[src/logic/uml_consts.svh]
/*
 * Register indices, field positions and reset values of the modem-line
 * and interrupt block. Assumes inclusion by bare name from logic files.
 */
`ifndef UML_CONSTS_SVH
`define UML_CONSTS_SVH

// ****************************************
// Register indices (byte address = 4 * index)
// ****************************************
`define UML_IDX_INT_STAT   3'h0
`define UML_IDX_INT_EN     3'h1
`define UML_IDX_INT_CLR    3'h2
`define UML_IDX_CTRL       3'h3
`define UML_IDX_MCR        3'h4
`define UML_IDX_MSR        3'h6

// ****************************************
// Field positions
// ****************************************
`define UML_CTRL_FIFO_BIT  0
`define UML_CTRL_ACTS_BIT  1
`define UML_MCR_DTR_BIT    0
`define UML_MCR_LOOP_BIT   4
`define UML_SRC_RXERR      0
`define UML_SRC_RXDATA     1
`define UML_SRC_THRE       2
`define UML_SRC_MODEM      3

// ****************************************
// Reset values and responses
// ****************************************
`define UML_RST_CTRL       2'h0
`define UML_RST_MCR        8'h00
`define UML_RST_INT        4'h0
`define UML_RST_PIN        4'hF
`define UML_RESP_OKAY      2'h0
`define UML_RESP_SLVERR    2'h2

`endif

[src/logic/uml_pkg.sv]
/*
 * Types shared by the modem-line and interrupt block.
 * Assumes uml_consts.svh supplies the numeric constants.
 */
package uml_pkg;
   typedef logic [2:0] uml_idx_t;
   typedef logic [1:0] uml_resp_t;
   typedef logic [3:0] uml_src_t;
   typedef logic [3:0] uml_lines_t;
endpackage

[src/logic/uml_sync.sv]
/*
 * Two-stage synchroniser, one chain per line.
 * Assumes a single clock and a synchronous active-high reset.
 */
`timescale 1ns/100ps
`include "uml_consts.svh"

module uml_sync #(
   parameter int WIDTH = 4
) (
   // Clock and reset
   input  wire logic             aclk,
   input  wire logic             rst,
   // Lines
   input  wire logic [WIDTH-1:0] din,
   output      logic [WIDTH-1:0] dout
);
   import uml_pkg::*;

   genvar g;
   generate
      for (g = 0; g < WIDTH; g++) begin : g_line
         logic meta_r;
         logic sync_r;
         // Idle pins sit high, so reset to the inactive level
         always_ff @(posedge aclk) begin
            if (rst) begin
               meta_r <= 1'h1;
               sync_r <= 1'h1;
            end else begin
               meta_r <= din[g];
               sync_r <= meta_r;
            end
         end
         assign dout[g] = sync_r;
      end
   endgenerate
endmodule

[src/logic/uml_irq.sv]
/*
 * Sticky interrupt status, enable mask and write-only clear.
 * Assumes the caller gives one-cycle write strobes and event pulses.
 */
`timescale 1ns/100ps
`include "uml_consts.svh"

module uml_irq #(
   parameter int NSRC = 4
) (
   // Clock and reset
   input  wire logic            aclk,
   input  wire logic            rst,
   // Events and register writes
   input  wire logic [NSRC-1:0] evt,
   input  wire logic            en_wr,
   input  wire logic            clr_wr,
   input  wire logic [NSRC-1:0] wdata,
   // State and output
   output      logic [NSRC-1:0] stat_r,
   output      logic [NSRC-1:0] en_r,
   output      logic            irq
);
   import uml_pkg::*;

   logic [NSRC-1:0] stat_nxt;

   // A new event beats a clear landing in the same cycle
   always_comb begin
      stat_nxt = clr_wr ? (stat_r & ~wdata) : stat_r;
      stat_nxt = stat_nxt | evt;
   end

   always_ff @(posedge aclk) begin
      if (rst) begin
         stat_r <= NSRC'(`UML_RST_INT);
      end else begin
         stat_r <= stat_nxt;
      end
   end

   always_ff @(posedge aclk) begin
      if (rst) begin
         en_r <= NSRC'(`UML_RST_INT);
      end else if (en_wr) begin
         en_r <= wdata;
      end
   end

   assign irq = |(stat_r & en_r);
endmodule

[src/logic/uml_top.sv]
/*
 * Modem status lines, DTR output, transmit gating and interrupt output
 * of an async comm element, with registers reached over AXI4-Lite.
 * Assumes one 200 MHz clock; modem pins arrive asynchronously.
 */
// Implementation choices: the AXI4-Lite register port and the placing of the registers.
// Behaviour
// - Register select chooses the accessed register
// - Bus accesses act only while selected
// - Status bits 4,5,7 show CTS,DSR,DCD
// - Bits 0,1,3 flag CTS,DSR,DCD changes
// - DSR or DCD change interrupts when enabled
// - CTS change interrupts unless auto gating
// - Auto gating lets CTS hold transmitter
// - DTR output low when control bit set
// - DTR high after reset, loopback, clear
// - Interrupt output high while service pending
// - Four interrupt source classes drive output
// - Interrupt drops on service and reset
// - Eight-bit data path, undriven when idle (rdata here is always driven, bits 31:8 zero)
// - Ring level bit 6, trailing edge bit 2
// - Master reset clears registers, forces outputs
`timescale 1ns/100ps
`include "uml_consts.svh"

module uml_top #(
   parameter int AW = 8
) (
   // Clock and resets
   input  wire logic             aclk,
   input  wire logic             aresetn,
   input  wire logic             master_reset_input,
   // Chip select
   input  wire logic             chip_select_active_low,
   // AXI4-Lite write address
   input  wire logic [AW-1:0]    awaddr,
   input  wire logic             awvalid,
   output      logic             awready,
   // AXI4-Lite write data
   input  wire logic [31:0]      wdata,
   input  wire logic [3:0]       wstrb,
   input  wire logic             wvalid,
   output      logic             wready,
   // AXI4-Lite write response
   output      uml_pkg::uml_resp_t bresp,
   output      logic             bvalid,
   input  wire logic             bready,
   // AXI4-Lite read address
   input  wire logic [AW-1:0]    araddr,
   input  wire logic             arvalid,
   output      logic             arready,
   // AXI4-Lite read data
   output      logic [31:0]      rdata,
   output      uml_pkg::uml_resp_t rresp,
   output      logic             rvalid,
   input  wire logic             rready,
   // Modem pins, active low
   input  wire logic             cts_n,
   input  wire logic             dsr_n,
   input  wire logic             ri_n,
   input  wire logic             dcd_n,
   output      logic             dtr_n,
   // Receiver and transmitter events
   input  wire logic             rx_error_evt,
   input  wire logic             rx_data_evt,
   input  wire logic             rx_timeout_evt,
   input  wire logic             thr_empty_evt,
   // Transmitter gate and interrupt
   output      logic             tx_allowed,
   output      logic             interrupt_request_output
);
   import uml_pkg::*;

   // ****************************************
   // Reset and decoding
   // ****************************************
   logic rst;
   assign rst = !aresetn || master_reset_input;

   // Only the low five address bits select; anything above is unmapped
   function automatic logic is_mapped(input logic [AW-1:0] addr);
      uml_idx_t idx;
      idx = addr[4:2];
      is_mapped = (addr[AW-1:5] == '0) && (idx != 3'h5) && (idx != 3'h7);
   endfunction

   // ****************************************
   // Modem line synchronisation
   // ****************************************
   uml_lines_t pins_sync;
   uml_lines_t lvl;
   uml_lines_t prev_r;
   uml_lines_t delta_r;
   uml_lines_t delta_set;
   uml_lines_t delta_nxt;
   logic       msr_rd;

   uml_sync #(
      .WIDTH (4)
   ) u_sync (
      .aclk (aclk),
      .rst  (rst),
      .din  ({dcd_n, ri_n, dsr_n, cts_n}),
      .dout (pins_sync)
   );

   // Active-high levels: bit 0 CTS, 1 DSR, 2 RI, 3 DCD
   assign lvl = ~pins_sync;

   always_ff @(posedge aclk) begin
      if (rst) begin
         prev_r <= ~uml_lines_t'(`UML_RST_PIN);
      end else begin
         prev_r <= lvl;
      end
   end

   always_comb begin
      delta_set[0] = lvl[0] ^ prev_r[0];
      delta_set[1] = lvl[1] ^ prev_r[1];
      delta_set[2] = prev_r[2] && !lvl[2];
      delta_set[3] = lvl[3] ^ prev_r[3];
      // A change in the read cycle survives into the next read
      delta_nxt = (msr_rd ? 4'h0 : delta_r) | delta_set;
   end

   always_ff @(posedge aclk) begin
      if (rst) begin
         delta_r <= 4'h0;
      end else begin
         delta_r <= delta_nxt;
      end
   end

   // ****************************************
   // Control registers
   // ****************************************
   logic [7:0] mcr_r;
   logic [1:0] ctrl_r;
   logic       wr_fire;
   logic       wr_ok;
   uml_idx_t   wr_idx;
   logic [AW-1:0] awaddr_r;
   logic [31:0]   wdata_r;
   logic [3:0]    wstrb_r;
   logic          aw_got_r;
   logic          w_got_r;
   logic          bvalid_r;
   uml_resp_t     bresp_r;
   logic          auto_cts;
   logic          loop_mode;

   assign wr_idx  = awaddr_r[4:2];
   assign wr_fire = aw_got_r && w_got_r && !bvalid_r;
   assign wr_ok   = wr_fire && !chip_select_active_low && is_mapped(awaddr_r)
                    && wstrb_r[0];

   always_ff @(posedge aclk) begin
      if (rst) begin
         mcr_r <= `UML_RST_MCR;
      end else if (wr_ok && wr_idx == `UML_IDX_MCR) begin
         mcr_r <= wdata_r[7:0];
      end
   end

   always_ff @(posedge aclk) begin
      if (rst) begin
         ctrl_r <= `UML_RST_CTRL;
      end else if (wr_ok && wr_idx == `UML_IDX_CTRL) begin
         ctrl_r <= wdata_r[1:0];
      end
   end

   assign auto_cts  = ctrl_r[`UML_CTRL_ACTS_BIT];
   assign loop_mode = mcr_r[`UML_MCR_LOOP_BIT];

   // Loopback keeps the far end from seeing a ready terminal
   assign dtr_n = !(mcr_r[`UML_MCR_DTR_BIT] && !loop_mode);
   assign tx_allowed = !auto_cts || lvl[0];

   // ****************************************
   // Interrupt sources
   // ****************************************
   uml_src_t evt;
   uml_src_t int_stat;
   uml_src_t int_en;
   logic     modem_evt;

   assign modem_evt = delta_set[1] || delta_set[2] || delta_set[3]
                      || (delta_set[0] && !auto_cts);

   always_comb begin
      evt = 4'h0;
      evt[`UML_SRC_RXERR]  = rx_error_evt;
      evt[`UML_SRC_RXDATA] = rx_data_evt
                             || (rx_timeout_evt && ctrl_r[`UML_CTRL_FIFO_BIT]);
      evt[`UML_SRC_THRE]   = thr_empty_evt;
      evt[`UML_SRC_MODEM]  = modem_evt;
   end

   uml_irq #(
      .NSRC (4)
   ) u_irq (
      .aclk   (aclk),
      .rst    (rst),
      .evt    (evt),
      .en_wr  (wr_ok && wr_idx == `UML_IDX_INT_EN),
      .clr_wr (wr_ok && wr_idx == `UML_IDX_INT_CLR),
      .wdata  (wdata_r[3:0]),
      .stat_r (int_stat),
      .en_r   (int_en),
      .irq    (interrupt_request_output)
   );

   // ****************************************
   // AXI4-Lite write channel
   // ****************************************
   assign awready = !aw_got_r && !bvalid_r;
   assign wready  = !w_got_r && !bvalid_r;
   assign bvalid  = bvalid_r;
   assign bresp   = bresp_r;

   always_ff @(posedge aclk) begin
      if (rst) begin
         aw_got_r <= 1'h0;
         awaddr_r <= '0;
      end else if (awvalid && awready) begin
         aw_got_r <= 1'h1;
         awaddr_r <= awaddr;
      end else if (wr_fire) begin
         aw_got_r <= 1'h0;
      end
   end

   always_ff @(posedge aclk) begin
      if (rst) begin
         w_got_r <= 1'h0;
         wdata_r <= 32'h0;
         wstrb_r <= 4'h0;
      end else if (wvalid && wready) begin
         w_got_r <= 1'h1;
         wdata_r <= wdata;
         wstrb_r <= wstrb;
      end else if (wr_fire) begin
         w_got_r <= 1'h0;
      end
   end

   always_ff @(posedge aclk) begin
      if (rst) begin
         bvalid_r <= 1'h0;
         bresp_r  <= `UML_RESP_OKAY;
      end else if (wr_fire) begin
         bvalid_r <= 1'h1;
         bresp_r  <= (!chip_select_active_low && is_mapped(awaddr_r))
                     ? `UML_RESP_OKAY : `UML_RESP_SLVERR;
      end else if (bready) begin
         bvalid_r <= 1'h0;
      end
   end

   // ****************************************
   // AXI4-Lite read channel
   // ****************************************
   logic       rvalid_r;
   logic [7:0] rdata_r;
   uml_resp_t  rresp_r;
   logic       rd_fire;
   logic       rd_ok;
   uml_idx_t   rd_idx;
   logic [7:0] rd_byte;

   assign arready = !rvalid_r;
   assign rd_fire = arvalid && arready;
   assign rd_idx  = araddr[4:2];
   assign rd_ok   = rd_fire && !chip_select_active_low && is_mapped(araddr);
   assign msr_rd  = rd_ok && rd_idx == `UML_IDX_MSR;
   assign rvalid  = rvalid_r;
   assign rresp   = rresp_r;
   assign rdata   = {24'h000000, rdata_r};

   always_comb begin
      case (rd_idx)
         `UML_IDX_INT_STAT: rd_byte = {4'h0, int_stat};
         `UML_IDX_INT_EN:   rd_byte = {4'h0, int_en};
         `UML_IDX_CTRL:     rd_byte = {6'h00, ctrl_r};
         `UML_IDX_MCR:      rd_byte = mcr_r;
         `UML_IDX_MSR:      rd_byte = {lvl[3], lvl[2], lvl[1], lvl[0], delta_r};
         default:           rd_byte = 8'h00;
      endcase
   end

   always_ff @(posedge aclk) begin
      if (rst) begin
         rvalid_r <= 1'h0;
         rdata_r  <= 8'h00;
         rresp_r  <= `UML_RESP_OKAY;
      end else if (rd_fire) begin
         rvalid_r <= 1'h1;
         rdata_r  <= rd_ok ? rd_byte : 8'h00;
         rresp_r  <= rd_ok ? `UML_RESP_OKAY : `UML_RESP_SLVERR;
      end else if (rready) begin
         rvalid_r <= 1'h0;
      end
   end
endmodule

[config.mk]
export PLATFORM = sky130hd
export DESIGN_NAME = uml_top
export DESIGN_NICKNAME = d
export VERILOG_FILES = /design/src/logic/uml_pkg.sv /design/src/logic/uml_sync.sv /design/src/logic/uml_irq.sv /design/src/logic/uml_top.sv
export VERILOG_INCLUDE_DIRS = /design/src /design/src/logic
export SDC_FILE = /design/constraint.sdc
export NUM_CORES = 1
export LEC_CHECK = 0
export ABC_AREA = 1
export ABC_CLOCK_PERIOD_IN_PS = 2200
export BUFFER_PORTS_ARGS = -buffer_cell sky130_fd_sc_hd__buf_4
export CAP_MARGIN = 20
export CORE_MARGIN = 4
export CORE_UTILIZATION = 50
export DETAILED_ROUTE_END_ITERATION = 8
export GPL_TIMING_DRIVEN = 0
export PLACE_DENSITY = 0.83
export SYNTH_ARGS = -nofsm -noshare
export SYNTH_HDL_FRONTEND = slang
export SYNTH_SLANG_ARGS = --single-unit
[constraint.sdc]
create_clock -name aclk -period 2.2 [get_ports aclk]
set_input_delay 0 -clock aclk [delete_from_list [all_inputs] [get_ports aclk]]
set_output_delay 0 -clock aclk [all_outputs]
set_load 0.03 [all_outputs]
==> After elaboration in Yosys (flattened, before gate mapping) <==
Index checks and enable logic that the tools add are counted.
{ "word_totals": {"regBits": 67, "output_inout_bits": 44, "word_cells": 108} }
{ "classes": {"eq_ne": 12, "muxes": 13, "bitwise": 9, "reduce_logical": 50} }
{ "ops": {"columns": ["cell", "n"], "rows": [
  ["8-bit case mux with 5 select lines", 1],
  ["1-bit logical AND", 26],
  ["3-bit != test (second input constant)", 4],
  ["1-bit zero test", 10],
  ["3-bit by 2-bit equality test with 1-bit output (second input constant)", 3],
  ["3-bit equality test (second input constant)", 3],
  ["3-bit zero test", 3],
  ["4-bit AND", 2],
  ["4-bit two-way mux", 2],
  ["8-bit two-way mux", 1],
  ["4-bit inverter", 2],
  ["4-bit OR", 2],
  ["2-bit nonzero test", 4],
  ["1-bit two-way mux", 7],
  ["3-bit by 1-bit equality test with 1-bit output (second input constant)", 2],
  ["1-bit logical OR", 6],
  ["2-bit two-way mux", 2],
  ["4-bit OR reduction", 1],
  ["1-bit bitwise XOR", 3]
]} }

==> Longest topological paths before layout <==
{ "logic_depth": {"word_depth": 8, "ltp_mapped": 9} }

==> Hierarchy <==
A second synthesis with hierarchy kept.
{ "unflattened": {"cells_unflattened": 386, "area_unflattened_um2": 2834.0} }
{ "by_module_without_submodules": {"columns": ["module", "instances", "cells_each", "area_each_um2", "seq_area_each_um2"], "rows": [
  ["uml_top", 1, 314, 2270.9, 940.9],
  ["uml_irq", 1, 43, 309.0, 160.2],
  ["uml_sync", 1, 29, 254.0, 160.2]
]} }

==> Least setup slack after synthesis <==
Ideal clock, no wire load.
{ "synth_path": {"path_type": "reg2reg", "start": "reg bvalid_r, in the netlist bvalid", "end": "reg wdata_r[0]", "setup_time_ns": 0.116, "t_arrival_ns": 1.458, "slack_ns": 0.626, "stages_incl_launch_ff": 6, "path_buffers": 1, "synth_period_minus_slack_ns": 1.574, "path_cell_list": "dfxtp_1 nor2_1 nand2_1 clkbuf_1 o21ai_0 nor2_1"} }
{ "synth_via": {"elab_chain_cells": 3} }
{ "synth_rtl": {"columns": ["item", "line_no", "source"], "rows": [
  ["start: declaration", "uml_top.sv:148", "logic bvalid_r;"],
  ["start signal: assignment", "uml_top.sv:251", "bvalid_r <= 1'h0;"],
  ["start signal: assignment", "uml_top.sv:254", "bvalid_r <= 1'h1;"],
  ["start signal: assignment", "uml_top.sv:258", "bvalid_r <= 1'h0;"],
  ["1-bit zero test", "uml_top.sv:219", "assign wready = !w_got_r && !bvalid_r;"],
  ["1-bit logical AND", "uml_top.sv:219", null],
  ["named net wready", "uml_top.sv:43", "output logic wready,"],
  ["1-bit logical AND", "uml_top.sv:240", "end else if (wvalid && wready) begin"],
  ["end signal: assignment", "uml_top.sv:242", "wdata_r <= wdata;"],
  ["end: declaration", "uml_top.sv:144", "logic [31:0] wdata_r;"]
]} }
The timed path passes the listed nets, and every way through them passes these cells.
A chain may end at the register's enable or synchronous reset.

==> Worst setup path in the final report <==
{ "layout_path": {"start": "reg bvalid_r, in the netlist bvalid", "end": "reg mcr_r[6]"} }
{ "layout_via": {"elab_chain_cells": 6} }
{ "layout_rtl": {"columns": ["item", "line_no", "source"], "rows": [
  ["1-bit zero test", "uml_top.sv:154", "assign wr_fire = aw_got_r && w_got_r && !bvalid_r;"],
  ["1-bit logical AND", "uml_top.sv:154", null],
  ["1-bit logical AND (2 in series)", "uml_top.sv:155", "assign wr_ok = wr_fire && !chip_select_active_low && is_mapped(awaddr_r)"],
  ["1-bit logical AND", "uml_top.sv:156", "&& wstrb_r[0];"],
  ["1-bit logical AND (no line)", null, null],
  ["end signal: assignment", "uml_top.sv:160", "mcr_r <= `UML_RST_MCR;"],
  ["end signal: assignment", "uml_top.sv:162", "mcr_r <= wdata_r[7:0];"],
  ["end: declaration", "uml_top.sv:138", "logic [7:0] mcr_r;"]
]} }
Every way passes these cells.

==> results.cfg <==
[timing]
fin_crit_sh_pct = 67.1
fmax_ghz = 0.677
tns_ps = 0
timing.hold.ws_ps = 35.5
rsz0062_at_grt = no
setup_viol_count_final = 0
worst_pin_slew_ps = 597
drv_slew = 0
finalClockSkew_ps = 9.03
period_needed_ps = 1480
finalWorstSetupSlack_ps = 724
relSlewSlack_pct = 60.2
hold_viol = 0

[yosys]
yosysUniqueCellTypes = 26
syn-cell-area_um2 = 2760
yosysWarnings = 0
avgSynthCellArea_um2 = 7.18
ys_seq_area_share_pct = 45.7
synthCells = 385
synth-seq-cells = 63

[setup_path]
worstPathRequired_ps = 2430
critPathTopFamily = simple AND/OR/NAND/NOR gates
r2r_start = bvalid
reg2reg_depth = 8
critPathKind = reg2reg
cpMaxStageDelayCell = dfxtp_1
worstPathArrival_ps = 1710
path_cells = nor2_4 > nand2_2 > nor2_4 > nand2_2 > nor2_2 > nand2_2 > nor2_1 > nor2_1
crit_top_cell = nand2_2
max_stage_delay_ps = 370
cp-end-kind = flop
path_max_fanout = 8
cp-start-kind = flop
reg2reg_to = mcr_r[6]
timing.critical_path.buf_inv = 0
r2r_slack_ps = 720

[cts]
holdBufCountCts = 25
cts_root_buffer = clkbuf_8
cts_tree = yes
postCtsSetupRepairBufs = 0
clock-sinks = 63
h-tree-depth = 3
cts_resized = 0
clk_latency_ps = 340
path_clk_slew_ps = 70
cts_buffers = 9
clockBufferDepth = 2

[route]
routedWlPerCell_um = 12.2
vias = 2740
drt_wl_total_mm = 7.02
drt_first_iter_violations = 206
drcViolationCount = 0
first_pass_iters = 4
final_antenna_net_count = 0
viasPerCell = 4.76

[power]
internal-power_uw = 1850
clockPowerShare_pct = 39.4
power_density_nw_per_um2 = 655
seqPwrFrac_pct = 47.7
peakVddDrop_mv = 0.551
p_leak_uw = 0.00181
p_switching_uw = 632
switching_share_pct = 25.4
p_comb_share_pct = 12.9

[grt]
antenna_found_initial = 0
grt_pass1_vias = 2644
grt_use_total_pct = 22.6
grt_overflow = 0
grt_pass1_wl_mm = 11.5
grt_max_degree = 11

[floorplan]
die_h_um = 82.3
rows = 26
core_um2 = 5240
num_io_pins = 113
start_util_pct = 52.7
die_w_um = 82.3
die-area_um2 = 6780

[worst_hold_path]
min_path_cells = 5
hold_start = awvalid
hp-class = in2reg
min_to = awaddr_r[5]

[cells_and_area]
finish.utilization_pct = 72.5
nNetsFinal = 570
area_growth_pct = 37.5
design_area_um2 = 3800
diodes = 0
drive_gt1_share_pct = 24.1

[job]
cap_violations = 0

[placement]
hpwlAfterDp_mm = 4.85
placed_area_um2 = 3360
portBuffers = 55
place_ws_ps = 777
place_congestion = 0.867

[run_status]
outcome = finished clean
## per-layer routing
| metal | track usage, % | up-vias | share of wire (%) |
|---|---|---|---|
| met4 | 14.0 | 0 | 3.3 |
| met2 | 37.9 | 100 | 48 |
| met3 | 5.31 | 27 | 7.1 |
| met1 | 25.8 | 1225 | 41 |
| li1 | - | 1388 | - |
| met5 | 0 | - | 0 |
## power by group through the flow
stage | clock network [uW] | logic (uW) | registers [uW]
6_report | 979 | 321 | 1190
5_1_grt | 1030 | 349 | 1190
4_1_cts | 975 | 313 | 1190
2_1_floorplan | 0 | 188 | 1210
3_5_place_dp | 0 | 277 | 1210
3_3_place_gp | 0 | 272 | 1210
## Yosys cell counts
| library cell | n | area share (%) |
|---|---|---|
| nand4_2 | 1 | 0.45 |
| nand3_1 | 10 | 1.8 |
| nand4_1 | 8 | 1.8 |
| nor2_4 | 2 | 0.82 |
| clkinv_1 | 1 | 0.14 |
| nor2_2 | 3 | 0.68 |
| conb_1 | 1 | 0.14 |
| nand3_2 | 1 | 0.36 |
| nor3_1 | 5 | 0.91 |
| nor2_1 | 75 | 10 |
| nand2_2 | 4 | 0.91 |
| o21ai_1 | 3 | 0.54 |
| buf_2 | 1 | 0.18 |
| or2_2 | 8 | 1.8 |
| inv_2 | 7 | 0.95 |
| o21a_1 | 1 | 0.27 |
| xnor2_1 | 1 | 0.32 |
| clkbuf_1 | 8 | 1.1 |
| nand2_1 | 79 | 11 |
| buf_4 | 26 | 7.1 |
| o22ai_1 | 4 | 0.91 |
| a21oi_1 | 24 | 4.3 |
| xor2_1 | 2 | 0.63 |
| o21ai_0 | 20 | 3.6 |
| dfxtp_1 | 63 | 46 |
| inv_1 | 27 | 3.7 |
## sequential cells by signal, summed over array words and instances (netlist names), 2 cells and up
register and cells:
rdata_r 8, u_irq.stat_r 4, ctrl_r 2, u_irq.en_r 4
u_sync.g_line.meta_r 4, mcr_r 8, prev_r 4, awaddr_r 6
u_sync.g_line.sync_r 4, wdata_r 8, delta_r 4
## layout by cell type (no fill, tap or decap), types with 10 or more instances in the layout
cell           count
inv_1             27
dlygate4sd3_1     25
clkbuf_8          10
conb_1            26
buf_4             81
dfxtp_1           63
clkbuf_1          10
nand3_1           10
a21oi_1           24
o21ai_0           20
nor2_1            75
nand2_1           79
## cells by family (layout without fill, tap and decap cells)
kind of cell    count (synthesis)  count (layout)  synth area share (%)
flops                          63              63                  45.7
other cells                     1              26                 0.136
simple gates                  196             196                  30.5
xor+xnor                        3               3                 0.951
compound gates                 52              52                  9.69
buf+inv                        70             166                  13.1
## final cells by class
cell class,count,area (um2)
flip-flops and latches,63,1260
multi-input cells,277,1230
repair buffers,80,663
well taps,70,87.6
inverters,35,131
clock buffers,12,145
clock inverters,4,45.0
plain buffers,35,230
fillers,399,1440
## how the worst max path moves through the flow
stage          startpoint          to  cells after the start
6_report           bvalid    mcr_r[6]                      8
5_1_grt            bvalid    mcr_r[4]                      8
3_3_place_gp      w_got_r    mcr_r[6]                      9
3_5_place_dp       bvalid    mcr_r[5]                      8
2_1_floorplan      bvalid  wdata_r[0]                      5
4_1_cts            bvalid    mcr_r[6]                      8
## tightest hold or removal path, stage by stage
cell     delay (ps)
buf_4            80
nand2_1          60
inv_1            80
nor2_1           40
nor2_1           80
## stage by stage
step                      cells  power (uW)
after floorplan             410        1400
after global placement      535        1480
after detailed placement    535        1490
after CTS                   576        2480
after global routing        576        2570
final                       576        2490
Note: power is estimated with default switching activity, not from simulation.
